## config.mk

```make
export PLATFORM = sky130hd
export DESIGN_NAME = fhr_fault_history_recall
export DESIGN_NICKNAME = d
export VERILOG_FILES = /design/src/design/fhr_fault_history_recall.v
export VERILOG_INCLUDE_DIRS = /design/src /design/src/design
export SDC_FILE = /design/constraint.sdc
export NUM_CORES = 1
export LEC_CHECK = 0
export ABC_AREA = 1
export BUFFER_PORTS_ARGS = -buffer_cell sky130_fd_sc_hd__buf_2
export CAP_MARGIN = 20
export CORE_MARGIN = 8
export CORE_UTILIZATION = 67
export DETAILED_ROUTE_END_ITERATION = 10
export GPL_TIMING_DRIVEN = 1
export PLACE_DENSITY = 0.92
export SLEW_MARGIN = 20
export SYNTH_ARGS = -nofsm -noshare
export SYNTH_HDL_FRONTEND = slang
export SYNTH_SLANG_ARGS = --single-unit
```

## constraint.sdc

```tcl
create_clock -name clk -period 4.65 [get_ports clk]
set_input_delay 0.465 -clock clk [delete_from_list [all_inputs] [get_ports clk]]
set_output_delay 0.465 -clock clk [all_outputs]
set_load 0.05 [all_outputs]
```

## src/design/fhr_regs.vh

```
// Constants for the fault history recall controller.
// Assumes a 10 MHz system clock and synchronous inputs.
// How it works
// - Keep last six fault codes for recall
// - Recall or clear only in standby
// - Show two dashes while held 2-5 s
// - Release in recall window shows newest fault
// - Each further press shows next older entry
// - After last entry blink dashes, standby
// - Blink dashes while held 10-15 s
// - Release in clear window erases, shows 88
// - Hold under 2 s does nothing
// - Release between 5 and 10 s does nothing
// - Hold over 15 s cancels clear
// - Repeated fault stored at most three times
// - Otherwise, in idle state, show active fault code
`ifndef FHR_REGS_VH
`define FHR_REGS_VH
`define FHR_CLK_HZ        10000000
`define FHR_TICK_MS       100
`define FHR_TICK_CYC      ((`FHR_CLK_HZ / 1000) * `FHR_TICK_MS)
`define FHR_DEB_MS        20
`define FHR_DEB_CYC       ((`FHR_CLK_HZ / 1000) * `FHR_DEB_MS)
`define FHR_RECALL_MIN_S  2
`define FHR_RECALL_MAX_S  5
`define FHR_CLEAR_MIN_S   10
`define FHR_CLEAR_MAX_S   15
`define FHR_TICKS_PER_S   10
`define FHR_BLINK_TICKS   5
`define FHR_END_TICKS     30
`define FHR_SHOW88_TICKS  30
`define FHR_DEPTH         6
`define FHR_REPEAT_MAX    3
`define FHR_SEG_DASH      7'h40
`define FHR_SEG_OFF       7'h00
`define FHR_SEG_EIGHT     7'h7F
`endif

```

## src/design/fhr_fault_history_recall.v

```verilog
// Fault history recall: button timing, six-deep history, two-digit display.
// Assumes button and demand inputs synchronous to clk; display active high.
`include "fhr_regs.vh"

module fhr_fault_history_recall #(
  parameter TICK_CYC = `FHR_TICK_CYC, // Cycles per 100 ms hold tick
  parameter DEB_CYC  = `FHR_DEB_CYC   // Cycles of stable button for debounce
) (
  input  wire       clk,          // 10 MHz system clock
  input  wire       rst_b,        // Asynchronous reset, active low
  input  wire       button_in,    // Service button, high while pressed
  input  wire       demand_in,    // Any thermostat demand active
  input  wire [7:0] active_fault, // Active fault code, 0 means none
  input  wire       fault_log,    // One-cycle pulse: log active_fault
  output reg  [6:0] seg_hi_q,     // Tens digit segments g..a
  output reg  [6:0] seg_lo_q,     // Units digit segments g..a
  output wire       standby       // High when in standby mode
);

  localparam ST_IDLE   = 3'd0;
  localparam ST_HOLD   = 3'd1;
  localparam ST_SHOW   = 3'd2;
  localparam ST_END    = 3'd3;
  localparam ST_SHOW88 = 3'd4;

  ////////////////////////////////////////////////////////////////////
  // Hex digit to segments
  function [6:0] hex_seg;
    input [3:0] n;
    begin
      case (n)
        4'h0: hex_seg = 7'h3F;
        4'h1: hex_seg = 7'h06;
        4'h2: hex_seg = 7'h5B;
        4'h3: hex_seg = 7'h4F;
        4'h4: hex_seg = 7'h66;
        4'h5: hex_seg = 7'h6D;
        4'h6: hex_seg = 7'h7D;
        4'h7: hex_seg = 7'h07;
        4'h8: hex_seg = 7'h7F;
        4'h9: hex_seg = 7'h6F;
        4'hA: hex_seg = 7'h77;
        4'hB: hex_seg = 7'h7C;
        4'hC: hex_seg = 7'h39;
        4'hD: hex_seg = 7'h5E;
        4'hE: hex_seg = 7'h79;
        default: hex_seg = 7'h71;
      endcase
    end
  endfunction

  ////////////////////////////////////////////////////////////////////
  // Debounce and 100 ms tick
  reg [17:0] deb_cnt_q;
  reg        btn_q;
  reg        btn_prev_q;
  reg [19:0] tick_cnt_q;
  wire       tick = (tick_cnt_q == TICK_CYC - 1);
  wire       press = btn_q & ~btn_prev_q;
  wire       release_ev = ~btn_q & btn_prev_q;

  always @(posedge clk or negedge rst_b)
  begin
    if (!rst_b)
    begin
      deb_cnt_q  <= 18'h00000;
      btn_q      <= 1'b0;
      btn_prev_q <= 1'b0;
      tick_cnt_q <= 20'h00000;
    end
    else
    begin
      btn_prev_q <= btn_q;
      if (button_in == btn_q)
        deb_cnt_q <= 18'h00000;
      else if (deb_cnt_q == DEB_CYC - 1)
      begin
        btn_q     <= button_in;
        deb_cnt_q <= 18'h00000;
      end
      else
        deb_cnt_q <= deb_cnt_q + 18'h00001;
      tick_cnt_q <= tick ? 20'h00000 : tick_cnt_q + 20'h00001;
    end
  end

  ////////////////////////////////////////////////////////////////////
  // History: entry 0 newest
  reg [7:0] hist_q [0:`FHR_DEPTH-1];
  reg [2:0] count_q;
  reg [1:0] run_q;
  reg [2:0] state_q;
  reg [7:0] hold_q;
  reg [7:0] timer_q;
  reg [2:0] idx_q;
  reg       clear_req;
  integer   i;

  wire same = (count_q != 3'd0) && (hist_q[0] == active_fault);
  // Log ignored on the clear cycle; clearing wins
  wire do_log = fault_log && (active_fault != 8'h00) && !clear_req
                && !(same && run_q == `FHR_REPEAT_MAX);

  always @(posedge clk or negedge rst_b)
  begin
    if (!rst_b)
    begin
      for (i = 0; i < `FHR_DEPTH; i = i + 1)
        hist_q[i] <= 8'h00;
      count_q <= 3'd0;
      run_q   <= 2'd0;
    end
    else if (clear_req)
    begin
      count_q <= 3'd0;
      run_q   <= 2'd0;
    end
    else if (do_log)
    begin
      for (i = `FHR_DEPTH - 1; i > 0; i = i - 1)
        hist_q[i] <= hist_q[i-1];
      hist_q[0] <= active_fault;
      if (count_q != `FHR_DEPTH)
        count_q <= count_q + 3'd1;
      run_q <= same ? run_q + 2'd1 : 2'd1;
    end
  end

  ////////////////////////////////////////////////////////////////////
  // Control
  localparam T_RMIN = `FHR_RECALL_MIN_S * `FHR_TICKS_PER_S;
  localparam T_RMAX = `FHR_RECALL_MAX_S * `FHR_TICKS_PER_S;
  localparam T_CMIN = `FHR_CLEAR_MIN_S * `FHR_TICKS_PER_S;
  localparam T_CMAX = `FHR_CLEAR_MAX_S * `FHR_TICKS_PER_S;

  wire in_recall = (hold_q >= T_RMIN) && (hold_q < T_RMAX);
  wire in_clear  = (hold_q >= T_CMIN) && (hold_q < T_CMAX);

  always @*
    clear_req = (state_q == ST_HOLD) && release_ev && in_clear;

  assign standby = (state_q == ST_IDLE) && !demand_in;

  always @(posedge clk or negedge rst_b)
  begin
    if (!rst_b)
    begin
      state_q <= ST_IDLE;
      hold_q  <= 8'h00;
      timer_q <= 8'h00;
      idx_q   <= 3'd0;
    end
    else
    begin
      case (state_q)
        ST_IDLE:
        begin
          hold_q <= 8'h00;
          if (press && !demand_in)
            state_q <= ST_HOLD;
        end
        ST_HOLD:
        begin
          // Saturate so very long holds stay past clear window
          if (tick && hold_q != 8'hFF)
            hold_q <= hold_q + 8'h01;
          if (release_ev)
          begin
            idx_q   <= 3'd0;
            timer_q <= 8'h00;
            if (in_recall)
              state_q <= (count_q == 3'd0) ? ST_END : ST_SHOW;
            else if (in_clear)
              state_q <= ST_SHOW88;
            else
              state_q <= ST_IDLE;
          end
        end
        ST_SHOW:
          if (press)
          begin
            timer_q <= 8'h00;
            if (idx_q + 3'd1 >= count_q)
              state_q <= ST_END;
            else
              idx_q <= idx_q + 3'd1;
          end
        ST_END:
          if (tick)
          begin
            if (timer_q == `FHR_END_TICKS - 1)
              state_q <= ST_IDLE;
            else
              timer_q <= timer_q + 8'h01;
          end
        ST_SHOW88:
          if (tick)
          begin
            if (timer_q == `FHR_SHOW88_TICKS - 1)
              state_q <= ST_IDLE;
            else
              timer_q <= timer_q + 8'h01;
          end
        default:
          state_q <= ST_IDLE;
      endcase
    end
  end

  ////////////////////////////////////////////////////////////////////
  // Blink phase and display
  reg [2:0] blink_cnt_q;
  reg       blink_q;

  always @(posedge clk or negedge rst_b)
  begin
    if (!rst_b)
    begin
      blink_cnt_q <= 3'd0;
      blink_q     <= 1'b0;
    end
    else if (tick)
    begin
      if (blink_cnt_q == `FHR_BLINK_TICKS - 1)
      begin
        blink_cnt_q <= 3'd0;
        blink_q     <= ~blink_q;
      end
      else
        blink_cnt_q <= blink_cnt_q + 3'd1;
    end
  end

  reg [6:0] hi_d;
  reg [6:0] lo_d;
  reg [7:0] code;

  always @*
  begin
    hi_d = `FHR_SEG_OFF;
    lo_d = `FHR_SEG_OFF;
    code = hist_q[idx_q];
    case (state_q)
      ST_HOLD:
        if (in_recall)
        begin
          hi_d = `FHR_SEG_DASH;
          lo_d = `FHR_SEG_DASH;
        end
        else if (in_clear && blink_q)
        begin
          hi_d = `FHR_SEG_DASH;
          lo_d = `FHR_SEG_DASH;
        end
      ST_SHOW:
      begin
        hi_d = hex_seg(code[7:4]);
        lo_d = hex_seg(code[3:0]);
      end
      ST_END:
        if (blink_q)
        begin
          hi_d = `FHR_SEG_DASH;
          lo_d = `FHR_SEG_DASH;
        end
      ST_SHOW88:
      begin
        hi_d = `FHR_SEG_EIGHT;
        lo_d = `FHR_SEG_EIGHT;
      end
      default:
        if (active_fault != 8'h00)
        begin
          hi_d = hex_seg(active_fault[7:4]);
          lo_d = hex_seg(active_fault[3:0]);
        end
    endcase
  end

  always @(posedge clk or negedge rst_b)
  begin
    if (!rst_b)
    begin
      seg_hi_q <= `FHR_SEG_OFF;
      seg_lo_q <= `FHR_SEG_OFF;
    end
    else
    begin
      seg_hi_q <= hi_d;
      seg_lo_q <= lo_d;
    end
  end

endmodule // fhr_fault_history_recall

```

==> results of run 1 <==
cells by family after synthesis:
group / after synthesis / share of synthesized area
buf+inv: 169 / 0.0855
compound gates: 111 / 0.0765
xor+xnor: 34 / 0.0365
flops: 133 / 0.408
fa+ha+maj: 38 / 0.0582
simple gates: 623 / 0.336
how the worst min path moves through the flow:
stage                     end  slack, ns  depth (start not counted)
2_1_floorplan  blink_cnt_q[0]       0.17                          0
6_report        deb_cnt_q[14]        0.1                          1
3_5_place_dp        hist_q[0]       0.45                          2
4_1_cts          deb_cnt_q[4]       0.15                          1
3_3_place_gp        hist_q[0]       0.45                          2
5_1_grt          deb_cnt_q[0]       0.19                          1
power groups by stage:
stage          clock network [W]  logic, W  registers (W)
2_1_floorplan                  0  0.000258        0.00129
3_3_place_gp                   0  0.000334        0.00131
3_5_place_dp                   0  0.000348        0.00131
4_1_cts                  0.00139  0.000353        0.00129
5_1_grt                  0.00145  0.000410        0.00130
6_report                 0.00139  0.000355        0.00129
per-layer routing:
metal,vias up,track usage,routed length [um]
met3,42,0.0557,1240
met5,-,0,0
met1,3474,0.333,8510
met4,0,0.0899,398
li1,3627,-,-
met2,293,0.384,8900
cells in the mapped netlist (all sizes together) (6+ instances only):
cell type and number:
o211ai 8, nor2 100, nor3 22, xnor2 6
inv 141, xor2 28, nand2 320, a21oi 21
o2111ai 7, o21ai 68, ha 38, nand3 143
dfrtp 133, nor4 6, nand4 22, buf 22
registers in the layout, summed over array words and instances, names as in the netlist, 2 cells and up:
signal / count
hold_q: 8
count_q: 3
blink_cnt_q: 3
idx_q: 3
run_q: 2
timer_q: 8
seg_lo_q: 7
deb_cnt_q: 18
tick_cnt_q: 20
hist_q: 48
seg_hi_q: 7
state_q: 3
area by class of cell:
class                      instances  area share
inverter                         142      0.0601
clock inverter                    12      0.0172
sequential                       133       0.372
clock buffer                      20      0.0510
multi-input combinational        806       0.462
tap                              147      0.0206
timing repair buffer              28      0.0166
worst max-delay path: stages (launching register included):
cell and delay [ns]:
dfrtp_1 0.95, inv_2 0.44, o21ai_0 0.39, nor2_1 0.07, a21oi_1 0.32, ha_1 0.30, inv_1 0.08, nand3_1 0.12
nand3_1 0.08, nand3_1 0.09, nand3_1 0.09
metrics by stage:
step / setup WS, ns / hold slack (ns) / instance area, um^2 / util
after floorplan: 2.62 / 0.169 / 8160 / -
after global placement: 1.85 / 0.454 / 8340 / 0.697
after detailed placement: 1.75 / 0.454 / 8340 / 0.697
after CTS: 1.68 / 0.154 / 8950 / 0.748
after global routing: 1.34 / 0.191 / 8950 / 0.748
final: 1.58 / 0.0954 / 8950 / 0.748
==> reports/qor.csv, run 1 <==
metric;value;unit
core_area;0.0120;mm^2
finalCriticalPeriod;3.07;ns
crit_type;flip-flop to flip-flop;
drv_slew;0;
grt_pass1_wl;32600;um
ys.flop_type;dfrtp_1;
critPathRequiredTime;4.95;ns
antenna_found_initial;0;
dpl.cell_count;1256;
synth_nets;1159;
drc;0;
post_cts_buffers;0;
yosys.area.top_type;dfrtp_1;
cts.path.max_buffers;2;
numCtsBuffers;17;
area_delta_synth_final;9.60;%
synthCells;1108;
pwr_density_cell;339;mW/mm^2
htree_levels;4;
min_period_over_period;0.661;
insertion_delay;0.43;ns
p_total;0.00304;W
fp-row-count;40;
io_pins;28;
ctsHoldBuffers;0;
syn-cell-area;0.00816;mm^2
reg2reg_depth;10;
critPathLaunchType;flip-flop;
overflow;0;
yosysWarnings;0;
hpwl;13000;um
p_leak;4.39;nW
clk_pin_slew_worst_paths;0.06;ns
rr_startpoint;idx_q[0];
synth_top_area_share;0.408;
synth_edf_count;0;
avgSynthCellArea;7.37;um^2
tns;0;ns
fin_cells;1288;
n_antenna_cell;0;
yosysSeqAreaShare;0.408;
critPathArrivalTime;3.37;ns
drive_gt1_frac;0.0762;
power.share.clock;0.458;
rrSetupSlack;1.58;ns
sequentialPowerShare;0.425;
wl;19000;um
grtUsageTotal;0.247;
vdd_drop_max;0.318;mV
rsz0062_at_grt;no;
fmaxAchievable;0.325;GHz
p_int;0.00222;W
synth-async-reset-ratio;1.00;
area.sequential;0.00333;mm^2
fillers;868;
wire_per_inst;14.8;um
root_buffer;clkbuf_16;
worstSetupStartpoint;idx_q[0];
ant_nets;0;
tightest_slew;0.941;ns
yosys-top-cells-area;dfrtp_1 (41%), nand2_1 (14%), nand3_1 (8.6%);
report.final.hold_viol_count;0;
comb_power_share;0.117;
swShare;0.270;
setup_viol;0;
final_cell_mix;nand2_1 (314), nand3_1 (140), inv_1 (133), dfrtp_1 (133), nor2_1 (93);
cts.sinks;133;
grt_pass1_vias;6931;
gp_congestion;0.912;
status;finished, final reports clean;
vias;7436;
cap_violations;0;
endpoint_kind;flip-flop;
slew_headroom;0.373;
die_y;126;um
rr_endpoint;seg_lo_q[0];
hp-class;input port to asynchronous set/reset pin;
chipWidth;126;um
via_per_inst;5.77;
start_util;0.682;
crit_end;seg_lo_q[0];
power.switching;0.000819;W
cts_resized;0;
multi_input_area;0.00414;mm^2
first_pass_iters;6;
synth_cell_types;44;
die-area;0.0160;mm^2
grt_max_degree;96;
final_common_cell;nand2_1;
drtIter0Drc;797;
yosys_register_bits;133;
tritoncts;built;
final.setup_skew;0.00817;ns
numPortBuffers;27;
critPathMaxFanout;27;
nets;1179;
Power figures use the tool's default switching activity.
==> run 2: changes to the inputs <==
--- a/config.mk
+++ b/config.mk
@@ -10,10 +10,10 @@
 export BUFFER_PORTS_ARGS = -buffer_cell sky130_fd_sc_hd__buf_2
 export CAP_MARGIN = 20
 export CORE_MARGIN = 8
-export CORE_UTILIZATION = 67
+export CORE_UTILIZATION = 63
 export DETAILED_ROUTE_END_ITERATION = 10
 export GPL_TIMING_DRIVEN = 1
-export PLACE_DENSITY = 0.92
+export PLACE_DENSITY = 0.88
 export SLEW_MARGIN = 20
 export SYNTH_ARGS = -nofsm -noshare
 export SYNTH_HDL_FRONTEND = slang
==> constraint.sdc (replaced) <==
create_clock -name clk -period 3.05 [get_ports clk]
set_input_delay 0.305 -clock clk [delete_from_list [all_inputs] [get_ports clk]]
set_output_delay 0.305 -clock clk [all_outputs]
set_load 0.05 [all_outputs]
==> reports/qor.csv, run 2 (synthesis gave the netlist of run 1 again) <==
metric;value;unit
status;finished, final reports clean;
wire_per_inst;14.4;um
reg2reg_depth;10;
tritoncts;built;
path_cells;clkinv_1, nand3_1, nand2_1, a21oi_1, ha_1, inv_1, nand3_1, nand3_1, nand3_1, nand3_1;
p_leak;4.44;nW
finalWorstSetupSlack;0.497;ns
cts.sinks;133;
numCtsBuffers;17;
min_period_over_period;0.837;
p_int;0.00328;W
drv_slew;0;
drive_gt1_frac;0.0827;
insertion_delay;0.43;ns
fp-row-count;41;
critPathMaxFanout;10;
max_flop_register;hist_q;
crit_end;seg_hi_q[3];
post_cts_buffers;0;
wl;19000;um
start_util;0.647;
die_y;130;um
drc;0;
grt_pass1_wl;32500;um
drtIter0Drc;856;
largest_reg_flops;48;
tightest_slew;0.705;ns
tns;0;ns
rrSetupSlack;0.50;ns
setup_viol;0;
pwr_density_cell;509;mW/mm^2
chipWidth;130;um
final.setup_skew;0.00974;ns
slowest_delay;0.53;ns
critPathArrivalTime;2.85;ns
reg.largest.list;hist_q: 48 flops, tick_cnt_q: 20 flops, deb_cnt_q: 18 flops;
report.final.hold_viol_count;0;
final_cell_mix;nand2_1 (314), nand3_1 (140), inv_1 (133), dfrtp_1 (133), nor2_1 (93);
slew_headroom;0.530;
hpwl;13000;um
vias;7437;
endpoint_kind;flip-flop;
hold_depth;3;
finalCriticalPeriod;2.55;ns
gp_congestion;0.932;
sequentialPowerShare;0.426;
fin_cells;1321;
grt_max_degree;77;
rsz0062_at_grt;no;
io_pins;28;
antenna_found_initial;0;
cpMostUsedCell;nand3_1;
power.share.clock;0.453;
die-area;0.0169;mm^2
overflow;0;
place_worst_setup_slack;0.608;ns
cap_violations;0;
clk_pin_slew_worst_paths;0.06;ns
critPathLaunchType;flip-flop;
final_common_cell;nand2_1;
area_delta_synth_final;10.9;%
grt_pass1_vias;6893;
ant_nets;0;
swShare;0.288;
numPortBuffers;27;
hold_slack;0.172;ns
hp-class;input port to flip-flop;
comb_power_share;0.120;
rr_endpoint;seg_hi_q[3];
n_antenna_cell;0;
core_area;0.0126;mm^2
slowest_stage;dfrtp_1;
grtUsageTotal;0.240;
fmaxAchievable;0.392;GHz
crit_type;flip-flop to flip-flop;
vdd_drop_max;0.447;mV
root_buffer;clkbuf_16;
power.switching;0.00133;W
rr_startpoint;idx_q[1];
cts.path.max_buffers;2;
dpl.cell_count;1288;
first_pass_iters;5;
worstSetupStartpoint;idx_q[1];
critPathRequiredTime;3.35;ns
via_per_inst;5.63;
nets;1187;
htree_levels;4;
## run 2: cell types whose count changed in the layout (fill, tap and decap cells not counted), moves of 2 or more
cell / before / now
buf_4: 1 / 6
clkinv_4: 1 / 5
inv_6: 0 / 4
clkinvlp_4: 6 / 3
buf_12: 0 / 2
clkbuf_8: 2 / 0
clkinv_2: 2 / 0
## run 2: metrics by stage
step                       util  cell area, um^2  power [W]
final                     0.717             9050    0.00461
after global routing      0.717             9050    0.00480
after CTS                 0.717             9050    0.00462
after detailed placement  0.669             8440    0.00253
after global placement    0.669             8440    0.00251
after floorplan               -             8160    0.00236
## run 2: power groups by stage
stage | Combinational (W) | Clock [W] | Sequential, W
2_1_floorplan | 0.000393 | 0 | 0.00197
4_1_cts | 0.000552 | 0.00211 | 0.00196
3_5_place_dp | 0.000543 | 0 | 0.00199
5_1_grt | 0.000636 | 0.00219 | 0.00198
6_report | 0.000555 | 0.00209 | 0.00196
3_3_place_gp | 0.000518 | 0 | 0.00199
## run 2: final cells by class
| class | instances | area (um^2) |
|---|---|---|
| clock buffer | 17 | 425 |
| inverter | 142 | 538 |
| fill | 993 | 3570 |
| timing repair buffer | 36 | 236 |
| tap | 172 | 215 |
| clock inverter | 15 | 173 |
| multi-input combinational | 806 | 4140 |
| sequential | 133 | 3330 |
## run 2: metal layers
layer | vias up | part of all wire | track usage
li1 | 3655 | - | -
met1 | 3437 | 0.44 | 0.321
met2 | 308 | 0.47 | 0.376
met3 | 37 | 0.072 | 0.0514
met4 | 0 | 0.021 | 0.0915
met5 | - | 0 | 0
## run 2: how the worst min path moves through the flow
stage / start / endpoint / slack (ns)
floorplan: rst_b / blink_cnt_q[0] / 0.009
global placement: rst_b / deb_cnt_q[10] / 0.38
detailed placement: rst_b / deb_cnt_q[10] / 0.38
CTS: button_in / btn_q / 0.17
global route: button_in / btn_q / 0.18
finish: button_in / btn_q / 0.17
## run 2: repair_timing
action	in CTS	in global routing
hold buffers	1	0
gates resized for setup	0	0
hold endpoints to repair	74	0
## run 2: critical path: cells and delay by family (launching register included)
kind	cells	cell delay, ns
compound gates	1	0.44
fa+ha+maj	1	0.34
buf+inv	2	0.43
flops	1	0.53
simple gates	6	0.68
